<file path="config.mk">
export PLATFORM = sky130hd
export DESIGN_NAME = pll_freq_program_powerdown
export DESIGN_NICKNAME = d
export VERILOG_FILES = /design/src/pll_freq_pkg.sv /design/src/glide_ramp.sv /design/src/pll_freq_program_powerdown.sv
export VERILOG_INCLUDE_DIRS = /design/src
export SDC_FILE = /design/constraint.sdc
export NUM_CORES = 1
export LEC_CHECK = 0
export BUFFER_PORTS_ARGS = -buffer_cell sky130_fd_sc_hd__buf_2
export CAP_MARGIN = 20
export CORE_MARGIN = 4
export CORE_UTILIZATION = 61
export DETAILED_ROUTE_END_ITERATION = 7
export GPL_ROUTABILITY_DRIVEN = 1
export GPL_TIMING_DRIVEN = 0
export PLACE_DENSITY_LB_ADDON = 0.12
export SYNTH_ARGS = -nofsm -noshare
export SYNTH_HDL_FRONTEND = slang
export SYNTH_SLANG_ARGS = --single-unit
</file>
<file path="constraint.sdc">
create_clock -name i_clk_sys -period 10 [get_ports i_clk_sys]
set_input_delay 2 -clock i_clk_sys [delete_from_list [all_inputs] [get_ports i_clk_sys]]
set_output_delay 2 -clock i_clk_sys [all_outputs]
set_load 0.005 [all_outputs]
</file>
<file path="src/pll_freq_consts.svh">
// Register offsets, field positions, reset values and timing constants of the frequency-program block
`ifndef PLL_FREQ_CONSTS_SVH
`define PLL_FREQ_CONSTS_SVH

`define OFS_CPU_N_LO        8'h0f
`define OFS_CPU_N_HI_M      8'h10
`define OFS_PCIE_NUM        8'h11
`define OFS_FREQ_CTRL       8'h12

`define CTRL_GLIDE_MAN_BIT  7
`define CTRL_GLIDE_SEL_BIT  6
`define CTRL_PCIE_EN_BIT    5
`define CTRL_CPU_EN_BIT     4
`define CTRL_RW_MASK        8'hf0

`define CPU_NHI_BIT         7

`define RST_BYTE            8'h00
`define RST_CPU_N           9'h000
`define RST_CPU_M           7'h00

`define SLEEP_SYNC_EDGES    2
`define GLIDE_STEP_NS       667
`define CLK_PERIOD_NS       10
`define GLIDE_STEP_CYC      ((`GLIDE_STEP_NS + `CLK_PERIOD_NS - 1) / `CLK_PERIOD_NS)

`endif

</file>
<file path="src/pll_freq_pkg.sv">
// Types shared by the frequency-program block
package pll_freq_pkg;
    typedef enum logic [1:0] {
        PWR_WAIT_GOOD,
        PWR_RUN,
        PWR_PARK,
        PWR_OFF
    } pwr_state_e;
endpackage

</file>
<file path="src/glide_ramp.sv">
// Glide ramp: steps a target word toward its goal one count per step period
`timescale 1ns/1ps
`default_nettype none
`include "pll_freq_consts.svh"

module glide_ramp #(
    parameter int W         = 16,
    parameter int STEP_CYC  = `GLIDE_STEP_CYC
) (
    // Clock and reset
    input  wire logic         i_clk_sys,
    input  wire logic         i_nrst,
    // Control
    input  wire logic         i_active,
    input  wire logic [W-1:0] i_goal,
    // Result
    output logic      [W-1:0] o_value,
    output logic              o_busy
);
    localparam int CW = $clog2(STEP_CYC + 1);
    logic [CW-1:0] tick_r;
    logic [W-1:0]  value_r;
    wire           tick_done = (tick_r == CW'(STEP_CYC - 1));
    wire           differ    = (value_r != i_goal);
    wire           go_up     = (value_r < i_goal);

    always_ff @(posedge i_clk_sys or negedge i_nrst) begin
        if (!i_nrst) begin
            tick_r <= '0;
        end else if (!i_active || !differ || tick_done) begin
            tick_r <= '0;
        end else begin
            tick_r <= tick_r + CW'(1);
        end
    end

    // Without the glide the value jumps; with it one count per step
    always_ff @(posedge i_clk_sys or negedge i_nrst) begin
        if (!i_nrst) begin
            value_r <= '0;
        end else if (!i_active) begin
            value_r <= i_goal;
        end else if (differ && tick_done) begin
            value_r <= go_up ? value_r + W'(1) : value_r - W'(1);
        end
    end

    assign o_value = value_r;
    assign o_busy  = i_active && differ;
endmodule // glide_ramp

`default_nettype wire

</file>
<file path="src/pll_freq_program_powerdown.sv">
// Frequency-program, glide assignment and sleep control of the clock synthesizer
`timescale 1ns/1ps
`default_nettype none
`include "pll_freq_consts.svh"

// Behaviour
// (RL1) Eight-bit PCIe numerator register, reset zero
// (RL2) Manual glide mode: software names owner PLL
// (RL3) Owner select: 0 CPU, 1 reference PLL
// (RL4) Bit 5 enables PCIe programmable frequency
// (RL5) Bit 4 enables CPU programmable frequency
// (RL6) Frequency equals gear times N over M
// (RL7) Gear taken from frequency-select straps
// (RL8) PCIe denominator fixed, only N writable
// (RL9) Host rewrites N with M, never M alone
// (RL10) Host loads dividers before setting enable
// (RL11) CPU N nine bits, M seven bits
// (RL12) Shared glide ramps changes slowly, glitch-free
// (RL13) Auto mode hands glide to overclocked PLL
// (RL14) PLL without glide still changes frequency
// (RL15) Host avoids enable plus both N writes
// (RL16) Restore bit 0: sleep forces cold reset
// (RL17) Restore bit 1: configuration kept over sleep
// (RL18) Management mode blocks sleep-triggered reset
// (RL19) Pin is power-good, then sleep request
// (RL20) Sleep request synchronised before acting
// (RL21) Clocks parked low before oscillators stop
// (RL22) Releasing sleep wakes outputs again
// (RL23) Sleep taken after two complement-clock edges
// (RL24) Dividers reach PLL only after write ends
module pll_freq_program_powerdown #(
    parameter int NW       = 9,
    parameter int MW       = 7,
    parameter int PW       = 8,
    parameter int GW       = 8,
    parameter int SELW     = 5,
    parameter logic [MW-1:0] PCIE_FIXED_M = 7'h01
) (
    // Clock and reset
    input  wire logic            i_clk_sys,
    input  wire logic            i_nrst,
    // Configuration byte port from the management bus
    input  wire logic            i_wr_en,
    input  wire logic [7:0]      i_addr,
    input  wire logic [7:0]      i_wdata,
    input  wire logic            i_wr_done,
    output logic      [7:0]      o_rdata,
    // Byte 0 policy bits
    input  wire logic            i_keep_config_on_sleep,
    input  wire logic            i_mgmt_mode,
    // Straps and gear lookup
    input  wire logic [SELW-1:0] i_frequency_select_straps,
    input  wire logic [GW-1:0]   i_gear_cpu,
    input  wire logic [GW-1:0]   i_gear_refclk,
    // Pins
    input  wire logic            i_sleep_pin_n,
    input  wire logic            i_processor_clock_complement,
    // PLL control
    output logic      [SELW-1:0] o_gear_select,
    output logic [GW+NW-1:0]     o_cpu_freq_scaled,
    output logic      [MW-1:0]   o_cpu_freq_denominator,
    output logic [GW+NW-1:0]     o_refclk_freq_scaled,
    output logic      [MW-1:0]   o_refclk_freq_denominator,
    output logic                 o_cpu_prog_active,
    output logic                 o_refclk_prog_active,
    output logic                 o_glide_to_refclk,
    output logic                 o_glide_busy,
    // Power control
    output logic                 o_power_good_seen,
    output logic                 o_clocks_park_low,
    output logic                 o_osc_enable,
    output logic                 o_cold_reset
);
    localparam int FW = GW + NW;

    // Two-flop synchronisers for the pins
    logic [1:0] pin_sync_r;
    logic [1:0] cc_sync_r;
    logic       cc_prev_r;
    always_ff @(posedge i_clk_sys or negedge i_nrst) begin
        if (!i_nrst) begin
            pin_sync_r <= 2'h0;
            cc_sync_r  <= 2'h0;
            cc_prev_r  <= 1'b0;
        end else begin
            pin_sync_r <= {pin_sync_r[0], i_sleep_pin_n}; // RL20
            cc_sync_r  <= {cc_sync_r[0], i_processor_clock_complement};
            cc_prev_r  <= cc_sync_r[1];
        end
    end
    wire pin_level = pin_sync_r[1];
    wire cc_rise   = cc_sync_r[1] && !cc_prev_r;
    wire cc_fall   = !cc_sync_r[1] && cc_prev_r;

    // Shadow (written) registers and live (applied) registers
    logic [NW-1:0] cpu_n_sh_r;
    logic [MW-1:0] cpu_m_sh_r;
    logic [PW-1:0] pcie_n_sh_r;
    logic [7:0]    ctrl_sh_r;
    logic [NW-1:0] cpu_n_r;
    logic [MW-1:0] cpu_m_r;
    logic [PW-1:0] pcie_n_r;
    logic [7:0]    ctrl_r;
    logic          cfg_reset;

    wire wr_cpu_lo = i_wr_en && (i_addr == `OFS_CPU_N_LO);
    wire wr_cpu_hi = i_wr_en && (i_addr == `OFS_CPU_N_HI_M);
    wire wr_pcie   = i_wr_en && (i_addr == `OFS_PCIE_NUM);
    wire wr_ctrl   = i_wr_en && (i_addr == `OFS_FREQ_CTRL);

    always_ff @(posedge i_clk_sys or negedge i_nrst) begin
        if (!i_nrst) begin
            cpu_n_sh_r  <= `RST_CPU_N; // RL11
            cpu_m_sh_r  <= `RST_CPU_M; // RL11
            pcie_n_sh_r <= PW'(`RST_BYTE); // RL1
            ctrl_sh_r   <= `RST_BYTE; // RL4 RL5
        end else if (cfg_reset) begin
            cpu_n_sh_r  <= `RST_CPU_N; // RL16
            cpu_m_sh_r  <= `RST_CPU_M;
            pcie_n_sh_r <= PW'(`RST_BYTE);
            ctrl_sh_r   <= `RST_BYTE;
        end else begin
            if (wr_cpu_lo) begin
                cpu_n_sh_r[7:0] <= i_wdata;
            end
            if (wr_cpu_hi) begin
                cpu_n_sh_r[NW-1] <= i_wdata[`CPU_NHI_BIT];
                cpu_m_sh_r       <= i_wdata[MW-1:0];
            end
            if (wr_pcie) begin
                pcie_n_sh_r <= i_wdata[PW-1:0]; // RL1
            end
            if (wr_ctrl) begin
                ctrl_sh_r <= i_wdata & `CTRL_RW_MASK;
            end
        end
    end

    // Whole block write is applied at once when the transfer ends
    always_ff @(posedge i_clk_sys or negedge i_nrst) begin
        if (!i_nrst) begin
            cpu_n_r  <= `RST_CPU_N;
            cpu_m_r  <= `RST_CPU_M;
            pcie_n_r <= PW'(`RST_BYTE);
            ctrl_r   <= `RST_BYTE;
        end else if (cfg_reset) begin
            cpu_n_r  <= `RST_CPU_N;
            cpu_m_r  <= `RST_CPU_M;
            pcie_n_r <= PW'(`RST_BYTE);
            ctrl_r   <= `RST_BYTE;
        end else if (i_wr_done) begin
            cpu_n_r  <= cpu_n_sh_r; // RL24
            cpu_m_r  <= cpu_m_sh_r; // RL9
            pcie_n_r <= pcie_n_sh_r; // RL24
            ctrl_r   <= ctrl_sh_r; // RL10
        end
    end

    // Readback of the shadow bytes, so a byte can be checked before the block ends
    wire [7:0] rd_cpu_lo = cpu_n_sh_r[7:0];
    wire [7:0] rd_cpu_hi = {cpu_n_sh_r[NW-1], cpu_m_sh_r};
    wire [7:0] rd_pcie   = 8'(pcie_n_sh_r);
    wire [7:0] rd_sel    = (i_addr == `OFS_CPU_N_LO)   ? rd_cpu_lo :
                           (i_addr == `OFS_CPU_N_HI_M) ? rd_cpu_hi :
                           (i_addr == `OFS_PCIE_NUM)   ? rd_pcie   :
                           (i_addr == `OFS_FREQ_CTRL)  ? ctrl_sh_r : `RST_BYTE;

    // Read data is registered: it follows the address one clock later
    logic [7:0] rdata_r;
    always_ff @(posedge i_clk_sys or negedge i_nrst) begin
        if (!i_nrst) begin
            rdata_r <= `RST_BYTE;
        end else begin
            rdata_r <= rd_sel;
        end
    end
    assign o_rdata = rdata_r;

    wire glide_manual = ctrl_r[`CTRL_GLIDE_MAN_BIT];
    wire glide_sel    = ctrl_r[`CTRL_GLIDE_SEL_BIT];
    wire pcie_en      = ctrl_r[`CTRL_PCIE_EN_BIT]; // RL4
    wire cpu_en       = ctrl_r[`CTRL_CPU_EN_BIT]; // RL5

    // Gear times numerator; both PLLs use the same product form
    function automatic logic [FW-1:0] scale(input logic [GW-1:0] g, input logic [NW-1:0] n);
        scale = FW'(g) * FW'(n);
    endfunction

    wire [FW-1:0] cpu_goal  = scale(i_gear_cpu, cpu_n_r); // RL6
    wire [FW-1:0] pcie_goal = scale(i_gear_refclk, NW'(pcie_n_r)); // RL6

    // Glide ownership: auto follows the most recent overclock request
    logic auto_owner_r;
    logic cpu_en_prev_r;
    logic pcie_en_prev_r;
    logic [FW-1:0] cpu_goal_prev_r;
    logic [FW-1:0] pcie_goal_prev_r;
    // A PLL claims the glide when its enable rises or its goal moves while it is enabled; the CPU PLL wins when both do so in one cycle
    wire cpu_change  = (cpu_en && !cpu_en_prev_r) || (cpu_en && cpu_goal != cpu_goal_prev_r);
    wire pcie_change = (pcie_en && !pcie_en_prev_r) || (pcie_en && pcie_goal != pcie_goal_prev_r);
    always_ff @(posedge i_clk_sys or negedge i_nrst) begin
        if (!i_nrst) begin
            auto_owner_r     <= 1'b0;
            cpu_en_prev_r    <= 1'b0;
            pcie_en_prev_r   <= 1'b0;
            cpu_goal_prev_r  <= '0;
            pcie_goal_prev_r <= '0;
        end else begin
            cpu_en_prev_r    <= cpu_en;
            pcie_en_prev_r   <= pcie_en;
            cpu_goal_prev_r  <= cpu_goal;
            pcie_goal_prev_r <= pcie_goal;
            if (pcie_change && !cpu_change) begin
                auto_owner_r <= 1'b1; // RL13
            end else if (cpu_change) begin
                auto_owner_r <= 1'b0; // RL13
            end
        end
    end

    wire owner_refclk = glide_manual ? glide_sel : auto_owner_r; // RL2 RL3
    wire cpu_glide    = cpu_en && !owner_refclk;
    wire pcie_glide   = pcie_en && owner_refclk;

    logic [FW-1:0] glide_value;
    logic          glide_busy;
    wire  [FW-1:0] glide_goal = owner_refclk ? pcie_goal : cpu_goal;
    glide_ramp #(
        .W        (FW),
        .STEP_CYC (`GLIDE_STEP_CYC)
    ) u_glide (
        .i_clk_sys (i_clk_sys),
        .i_nrst    (i_nrst),
        .i_active  (cpu_glide || pcie_glide), // RL12
        .i_goal    (glide_goal),
        .o_value   (glide_value),
        .o_busy    (glide_busy)
    );

    // Non-owner takes the new value directly
    logic [FW-1:0] cpu_out_r;
    logic [FW-1:0] pcie_out_r;
    always_ff @(posedge i_clk_sys or negedge i_nrst) begin
        if (!i_nrst) begin
            cpu_out_r  <= '0;
            pcie_out_r <= '0;
        end else begin
            cpu_out_r  <= cpu_glide ? glide_value : cpu_goal; // RL14
            pcie_out_r <= pcie_glide ? glide_value : pcie_goal; // RL14
        end
    end

    // Power-good then sleep sequence
    pll_freq_pkg::pwr_state_e state_r;
    pll_freq_pkg::pwr_state_e state_nxt;
    logic [1:0] low_cnt_r;
    logic       cold_r;
    // Count of synchronised complement-clock rises while the request is low
    wire sleep_seen = (low_cnt_r == 2'(`SLEEP_SYNC_EDGES)); // RL23
    always_comb begin
        state_nxt = state_r;
        case (state_r)
            pll_freq_pkg::PWR_WAIT_GOOD: if (pin_level) state_nxt = pll_freq_pkg::PWR_RUN; // RL19
            pll_freq_pkg::PWR_RUN:       if (sleep_seen) state_nxt = pll_freq_pkg::PWR_PARK;
            pll_freq_pkg::PWR_PARK:      if (pin_level) state_nxt = pll_freq_pkg::PWR_RUN;
                                         else if (cc_fall) state_nxt = pll_freq_pkg::PWR_OFF; // RL23
            pll_freq_pkg::PWR_OFF:       if (pin_level) state_nxt = pll_freq_pkg::PWR_RUN; // RL22
            default:                     state_nxt = pll_freq_pkg::PWR_WAIT_GOOD;
        endcase
    end

    always_ff @(posedge i_clk_sys or negedge i_nrst) begin
        if (!i_nrst) begin
            state_r   <= pll_freq_pkg::PWR_WAIT_GOOD;
            low_cnt_r <= 2'h0;
            cold_r    <= 1'b0;
        end else begin
            state_r <= state_nxt;
            if (state_r != pll_freq_pkg::PWR_RUN || pin_level) begin
                low_cnt_r <= 2'h0;
            end else if (cc_rise && !sleep_seen) begin
                low_cnt_r <= low_cnt_r + 2'h1; // RL23
            end
            // Only the run-to-park step pulses, so one sleep resets once
            cold_r <= (state_r == pll_freq_pkg::PWR_RUN) && sleep_seen &&
                      !i_keep_config_on_sleep && !i_mgmt_mode; // RL16 RL17 RL18
        end
    end
    assign cfg_reset = cold_r;

    assign o_gear_select             = i_frequency_select_straps; // RL7
    assign o_cpu_freq_scaled         = cpu_out_r;
    assign o_cpu_freq_denominator    = cpu_m_r; // RL6
    assign o_refclk_freq_scaled      = pcie_out_r;
    assign o_refclk_freq_denominator = PCIE_FIXED_M; // RL8
    assign o_cpu_prog_active         = cpu_en;
    assign o_refclk_prog_active      = pcie_en;
    assign o_glide_to_refclk         = owner_refclk;
    assign o_glide_busy              = glide_busy;
    assign o_power_good_seen         = (state_r != pll_freq_pkg::PWR_WAIT_GOOD);
    assign o_clocks_park_low         = (state_r != pll_freq_pkg::PWR_RUN); // RL21
    assign o_osc_enable              = (state_r != pll_freq_pkg::PWR_OFF); // RL21
    assign o_cold_reset              = cold_r;
endmodule // pll_freq_program_powerdown

`default_nettype wire

</file>
==> key figures, run 1 <==
STA
  • Setup Skew: 12.19 ps
  • Rel. slew slack: a little under a third
  • Tcrit/Tclk final: a little over nine tenths
  • Hold Slack: around 350 ps
  • Final WS setup: approximately 380 ps
  • Setup tns final: 0 ps
  • Final setup violation count: 0
  • Worst-Margin Slew: 1038 ps
  • Final Hold Viols: 0
  • Final Max Tran Viols: 0
  • Crit path time final: 9616 ps
  • Peak Freq: approximately 0.10 GHz
  • RSZ-0062 raised after global routing: no

Routing
  • Drt total wl: 29980 microns
  • Vias: 10110
  • DR pass1 iterations: 5
  • DR WL/cell: roughly 17 microns
  • Mean number of vias per cell: between 5 and 6
  • Detail Route Antenna Nets: 0
  • # DRC: 0
  • Initial DRC count: 739

Placed design
  • Post-DP HPWL: 22900 microns
  • Worst slack at placement: -379.1 ps
  • GPL Wtd Cong: 0.9121
  • Buffers added on ports: 98

Pwr
  • Sequential share of power: a little under a third
  • Comb power frac: 45.4%
  • P_int: 0.001603 W
  • Lkg Pwr: 7.653 nW
  • Max IR drop VDD: 0.0001383 V
  • Pwr dens: 191.0 nW/um^2
  • NetSw: 0.001136 W
  • Switching share of total power: 41.48%
  • Clock power share: 24.1%

Floorplanning
  • Core area: 20430 sq um
  • Die height: 153.0 microns
  • Initial Util: 62.78%
  • # IOs: 114
  • Cell Rows: 52
  • Die area: approximately 23000 sq um
  • Die X-Extent: 153.0 microns

Yosys
  • Ys flop type: dfrtp_1
  • Post-Synthesis Cells: about 1400
  • Register area share after synthesis: 32.78%
  • Async S/R FF share, synth: between 90% and 100%
  • Synth warnings: 0
  • Post-synthesis cell type count: 75
  • Syn Area/Cell: 9.452 sq um
  • Synth Cell Area: 12830 sq um
  • Post-synth EDFFs: 0
  • #FFs+latches synth: 168

Worst setup path
  • CP Launch Point: i_gear_cpu[7]
  • Worst path arrival time: 7620 ps
  • Worst Setup Start Kind: input pin
  • CP endpoint kind: output port
  • R2r worst-path depth: 29
  • Crit Path Class: input pin to output port
  • Crit-path max FO: 9
  • WP data required: 8000 ps
  • RR Startpoint: cpu_n_r[3]$_DFFE_PN0P_
  • Reg-to-reg endpoint: u_glide.o_value[14]$_DFFE_PN0P_
  • Setup slack, reg-to-reg: 1750 ps

Layout
  • Most frequent cells in the layout: 184 x nand2_1, 168 x dfrtp_1, 137 x inv_1
  • Commonest non-fill, non-tap cell in the layout: nand2_1
  • Nets: 1717
  • Share of cells above drive strength 1: 11.71%
  • Final core occ: between 70% and 80%
  • N_diodes: 0
  • Area grow syn2layout: 11.78%

Global routing
  • Vias in the first global route: 10040
  • All-Layer GR Usage: 26.15%
  • First-pass GRT wire length: between 50000 and 60000 microns
  • Initial antenna violation count: 0
  • Overflow after GRT: 0
  • Pin count of the biggest net entering global routing: 86

Min path
  • HP Start: cc_sync_r[0]$_DFF_PN0_
  • Worst min-delay path class: flip-flop to flip-flop
  • Hold path endpoint: cc_sync_r[1]$_DFF_PN0_
  • Hold-critical path depth: 0

Clock tree
  • CTS tree: built
  • # clock sinks: 168
  • TritonCTS Buffers: 17
  • Clk_lat worst skew: 440 ps
  • H-tree Lvls: 4
  • Root buffer cell: clkbuf_16
  • Clock slew at reported path FFs: 80 ps
  • CTS hold repair buffers: 0
  • Max clock buf depth: 2

Job
  • Max Cap Violations: 0

Run status
  • Outcome: finished, final reports clean
==> registers in the layout (all words and copies together), names as in the netlist, 2 cells and up <==
name and count:
o_cpu_freq_scaled 17, u_glide.o_value 17, pcie_goal_prev_r 16, cpu_m_sh_r 7, o_cpu_freq_denominator 7, cpu_n_r 9, o_rdata 8, cpu_goal_prev_r 17
low_cnt_r 2, pcie_n_r 8, state_r 2, pcie_n_sh_r 8, u_glide.tick_r 7, o_refclk_freq_scaled 17, cpu_n_sh_r 9, pin_sync_r 2
ctrl_sh_r 4, ctrl_r 4, cc_sync_r 2
==> power by group through the flow <==
stage,logic [W],registers [W],clock network (W)
after detailed placement,0.00119,0.000844,0
after floorplan,0.000888,0.000822,0
after global routing,0.00137,0.000843,0.000703
after global placement,0.00114,0.000843,0
final,0.00124,0.000834,0.000661
after CTS,0.00121,0.000832,0.000666
==> per-layer routing <==
layer	global-route usage [%]	part of all wire (%)
met5	0	0
met4	8.697	2.6
met3	4.637	5.8
met2	42.72	48
met1	35.71	44
==> logic make-up after synthesis <==
group | Yosys count | share of synthesized area [%]
buffers and inverters | 181 | 5.775
AOI/OAI and AO/OA | 182 | 9.589
and+or+nand+nor | 506 | 19.24
adders and majority gates | 191 | 23.26
xor gates and xnor gates | 74 | 5.160
other | 2 | 0.05855
muxes | 53 | 4.146
DFF | 168 | 32.78
==> worst max-delay path, cell delays in order <==
cell and delay (ps):
buf_2 170, and2_1 200, fa_1 530, inv_1 50
fa_1 530, inv_1 50, fa_1 530, inv_1 50
fa_1 460, inv_1 70, ha_1 320, a21oi_1 110
o31ai_1 480, and3_1 290, a2111oi_4 50, xnor2_1 410
nand2_1 160, ha_1 360, and4_1 230, and4_1 230
nor2_1 180, buf_2 150
==> cell usage after synthesis (7+ instances only) <==
cell / count / area (sq um)
nand2_1: 185 / 694.4
dfrtp_1: 168 / 4204
inv_1: 137 / 514.2
and2_1: 114 / 713.2
ha_1: 112 / 1401
nor2_1: 90 / 337.8
fa_1: 79 / 1582
a21oi_1: 66 / 330.3
mux2i_1: 52 / 520.5
xnor2_1: 44 / 385.4
nand3_1: 39 / 195.2
xor2_1: 29 / 254.0
clkbuf_1: 25 / 93.84
o21ai_0: 25 / 125.1
nor3_1: 15 / 75.07
buf_4: 13 / 97.59
a211oi_1: 11 / 82.58
a21o_1: 10 / 75.07
nor4_1: 8 / 50.05
a221oi_1: 7 / 61.31
and3_1: 7 / 43.79
nand2b_1: 7 / 43.79
nand4_1: 7 / 43.79
nor2b_1: 7 / 43.79
==> through the flow <==
step | cell area [sq um] | cells | power (W)
5_1_grt | 14340 | 1764 | 0.002920
3_5_place_dp | 13710 | 1731 | 0.002031
6_report | 14340 | 1764 | 0.002739
4_1_cts | 14310 | 1763 | 0.002704
2_1_floorplan | 12840 | 1362 | 0.001710
3_3_place_gp | 13670 | 1730 | 0.001987
==> area by class of cell <==
type | count | area, sq um
Timing Repair Buffer | 100 | 535.5
Inverter | 137 | 514.2
Buffer | 44 | 226.5
Fill cell | 1635 | 6092
Clock inverter | 15 | 170.2
Sequential cell | 168 | 4204
Tap cell | 270 | 337.8
Multi-Input combinational cell | 1013 | 7924
Clock buffer | 17 | 425.4
==> timing repair <==
item | in CTS | in global routing
pin swaps | 0 | 1
endpoints found under the setup margin | 2 | 10
gates resized for setup | 1 | 5
setup buffers | 0 | 1
==> how the worst max path moves through the flow <==
stage	end	slack, ps
global route	u_glide.o_value[14]$_DFFE_PN0P_	20
detailed placement	u_glide.o_value[12]$_DFFE_PN0P_	-380
global placement	u_glide.o_value[14]$_DFFE_PN0P_	-180
floorplan	u_glide.o_value[12]$_DFFE_PN0P_	1080
finish	o_glide_busy	380
CTS	u_glide.o_value[14]$_DFFE_PN0P_	160
Power figures use the tool's default switching activity.
==> run 2: changes to the inputs <==
==> constraint.sdc (replaced) <==
create_clock -name i_clk_sys -period 11.05 [get_ports i_clk_sys]
set_input_delay 2.21 -clock i_clk_sys [delete_from_list [all_inputs] [get_ports i_clk_sys]]
set_output_delay 2.21 -clock i_clk_sys [all_outputs]
set_load 0.005 [all_outputs]
==> run 2 against run 1 <==
Net effect:
- critical path depth rose by 7
- largest cell class unchanged
- sequential share of layout area rose by 0.064 points
- setup slack improved by 310 ps
- non-clock buffer count fell by 1
- register-to-register slack improved by 370 ps
==> key figures, run 2 (same netlist as run 1, synthesis figures left out) <==
Run status
  • Outcome: finished, final reports clean

Worst setup path
  • Worst path arrival time: 10690 ps (+3070 ps)
  • Worst Setup Start Kind: input pin
  • Slowest CP cell: nand2_1
  • Crit-path max FO: 16 (+7)
  • WP data required: 11390 ps (+3390 ps)
  • Top cell by count, worst path: fa_1
  • CP endpoint kind: flip-flop
  • Max incr delay on CP: 550 ps (+20 ps)
  • Crit Path Class: input pin to flip-flop

Floorplanning
  • Initial Util: 62.78% (unchanged)
  • Die height: 153.0 microns (unchanged)
  • Core area: 20430 sq um (unchanged)
  • Die area: 23410 sq um (unchanged)
  • # IOs: 114 (unchanged)
  • Die X-Extent: 153.0 microns (unchanged)
  • Cell Rows: 52 (unchanged)

Global routing
  • Overflow after GRT: 0 (unchanged)
  • Met3 Usage GRT: 4.608% (-0.028 points)
  • Grt met1 use: 35.73% (about the same)
  • GR peak layer: met2
  • Pin count of the biggest net entering global routing: 86 (unchanged)
  • GRT met2 Usage: 42.68% (about the same)
  • First-pass GRT wire length: 50100 microns (-0.11%)
  • Vias in the first global route: 10020 (-0.15%)
  • All-Layer GR Usage: 26.13% (about the same)
  • Initial antenna violation count: 0 (unchanged)

Clock tree
  • Post-CTS Setup Inserts: 0 (unchanged)
  • CTS tree: built
  • Clk_lat worst skew: 440 ps (about the same)
  • Clock slew at reported path FFs: 80 ps (about the same)
  • Root buffer cell: clkbuf_16
  • TritonCTS Buffers: 17 (unchanged)
  • CTS hold repair buffers: 0 (unchanged)
  • Post-CTS sizing: 0 (-1)
  • H-tree Lvls: 4 (unchanged)
  • # clock sinks: 168 (unchanged)
  • Max clock buf depth: 2 (unchanged)

Layout
  • Filler Cells Inserted: 1635 (unchanged)
  • N_diodes: 0 (unchanged)
  • Share of cells above drive strength 1: 11.39% (-0.33 points)
  • Most frequent cells in the layout: 185 x nand2_1, 168 x dfrtp_1, 137 x inv_1
  • Area grow syn2layout: 11.54%
  • Final core occ: 70.03% (-0.15 points)
  • Commonest non-fill, non-tap cell in the layout: nand2_1
  • Nets: 1716 (-0.058%)

STA
  • RSZ-0062 raised after global routing: no
  • Final Hold Viols: 0 (unchanged)
  • Worst-Margin Slew: 1031 ps (-7.273 ps)
  • Tcrit/Tclk final: between 90% and 100%
  • Final setup violation count: 0 (unchanged)
  • Final Max Tran Viols: 0 (unchanged)
  • Peak Freq: slightly below 0.1 GHz
  • Rel. slew slack: 30.75% (+0.49 points)
  • Setup Skew: 14.11 ps (+1.926 ps)
  • Setup tns final: 0 ps (unchanged)
  • Crit path time final: 10360 ps

Pwr
  • Lkg Pwr: 7.642 nW (-0.14%)
  • Max IR drop VDD: 0.0001272 V (-8.0%)
  • Pwr dens: 171.6 nW/um^2 (-10%)

Routing
  • DR pass1 iterations: 5 (unchanged)
  • # DRC: 0 (unchanged)
  • Vias: 10120 (+0.049%)
  • Detail Route Antenna Nets: 0 (unchanged)
  • Drt total wl: 30070 microns (+0.29%)
  • Mean number of vias per cell: 5.738 (+0.11%)
  • DR WL/cell: 17.05 microns (+0.34%)
  • Initial DRC count: 729 (-1.4%)

Job
  • Max Cap Violations: 0 (unchanged)

Placed design
  • GPL Wtd Cong: 0.9121 (unchanged)
  • Post-DP HPWL: 22900 microns (unchanged)
  • Buffers added on ports: 98 (unchanged)

Min path
  • Worst min-delay path class: flip-flop to flip-flop
run 2: power by group:
| group | total (W) | switching, W | leakage (nW) | internal [W] |
|---|---|---|---|---|
| Sequential | 0.000755 | 0.0000691 | 2.28 | 0.000686 |
| Clock | 0.000600 | 0.000294 | 0.290 | 0.000306 |
| Combinational | 0.00110 | 0.000655 | 5.07 | 0.000445 |
run 2: through the flow:
step	std cells	cell area (sq um)	power (W)	hold WS, ps	setup WS [ps]
after floorplan	1362	12840	0.001547	331.2	1867
after global placement	1730	13670	0.001798	334.4	661.2
after detailed placement	1731	13710	0.001838	339.7	460.9
after CTS	1763	14310	0.002444	351.4	791.3
after global routing	1763	14310	0.002619	347.2	77.35
final	1763	14310	0.002455	344.5	692.5
run 2: layout make-up:
class / instances / area (sq um) / share of cell area [%]
inverter: 137 / 514.2 / 3.595
sequential: 168 / 4204 / 29.39
tap: 270 / 337.8 / 2.361
multi-input combinational: 1013 / 7900 / 55.22
clock buffer: 17 / 425.4 / 2.974
clock inverter: 15 / 170.2 / 1.189
buffer: 44 / 226.5 / 1.583
timing repair buffer: 99 / 528.0 / 3.691
run 2: critical path: cells and delay by family:
kind	cells	cell delay [ps]
xor gates and xnor gates	1	120
adders and majority gates	7	3260
buffers and inverters	4	450
muxes	1	180
AOI/OAI and AO/OA	10	2820
and+or+nand+nor	6	1630
run 2: worst paths after layout:
| kind | start | endpoint | slack (ps) | cells past startpoint |
|---|---|---|---|---|
| worst max-delay path | i_gear_cpu[7] | u_glide.o_value[14]$_DFFE_PN0P_ | 690 | 29 |
| min in group asynchronous | i_nrst | o_cpu_freq_scaled[8]$_DFF_PN0_ | 1740 | 1 |
| max in group asynchronous | i_nrst | o_cpu_freq_denominator[4]$_DFFE_PN0P_ | 8490 | 2 |
| worst max register to register | cpu_n_r[5]$_DFFE_PN0P_ | u_glide.o_value[14]$_DFFE_PN0P_ | 2120 | 28 |
| worst min-delay path | cc_sync_r[0]$_DFF_PN0_ | cc_sync_r[1]$_DFF_PN0_ | 340 | 0 |
| worst min register to register | cc_sync_r[0]$_DFF_PN0_ | cc_sync_r[1]$_DFF_PN0_ | 340 | 0 |
run 2: per-layer routing:
layer	vias to the layer above	wire [microns]
met5	-	0
li1	4748	-
met3	55	1784
met2	328	14410
met4	0	773
met1	4985	13100
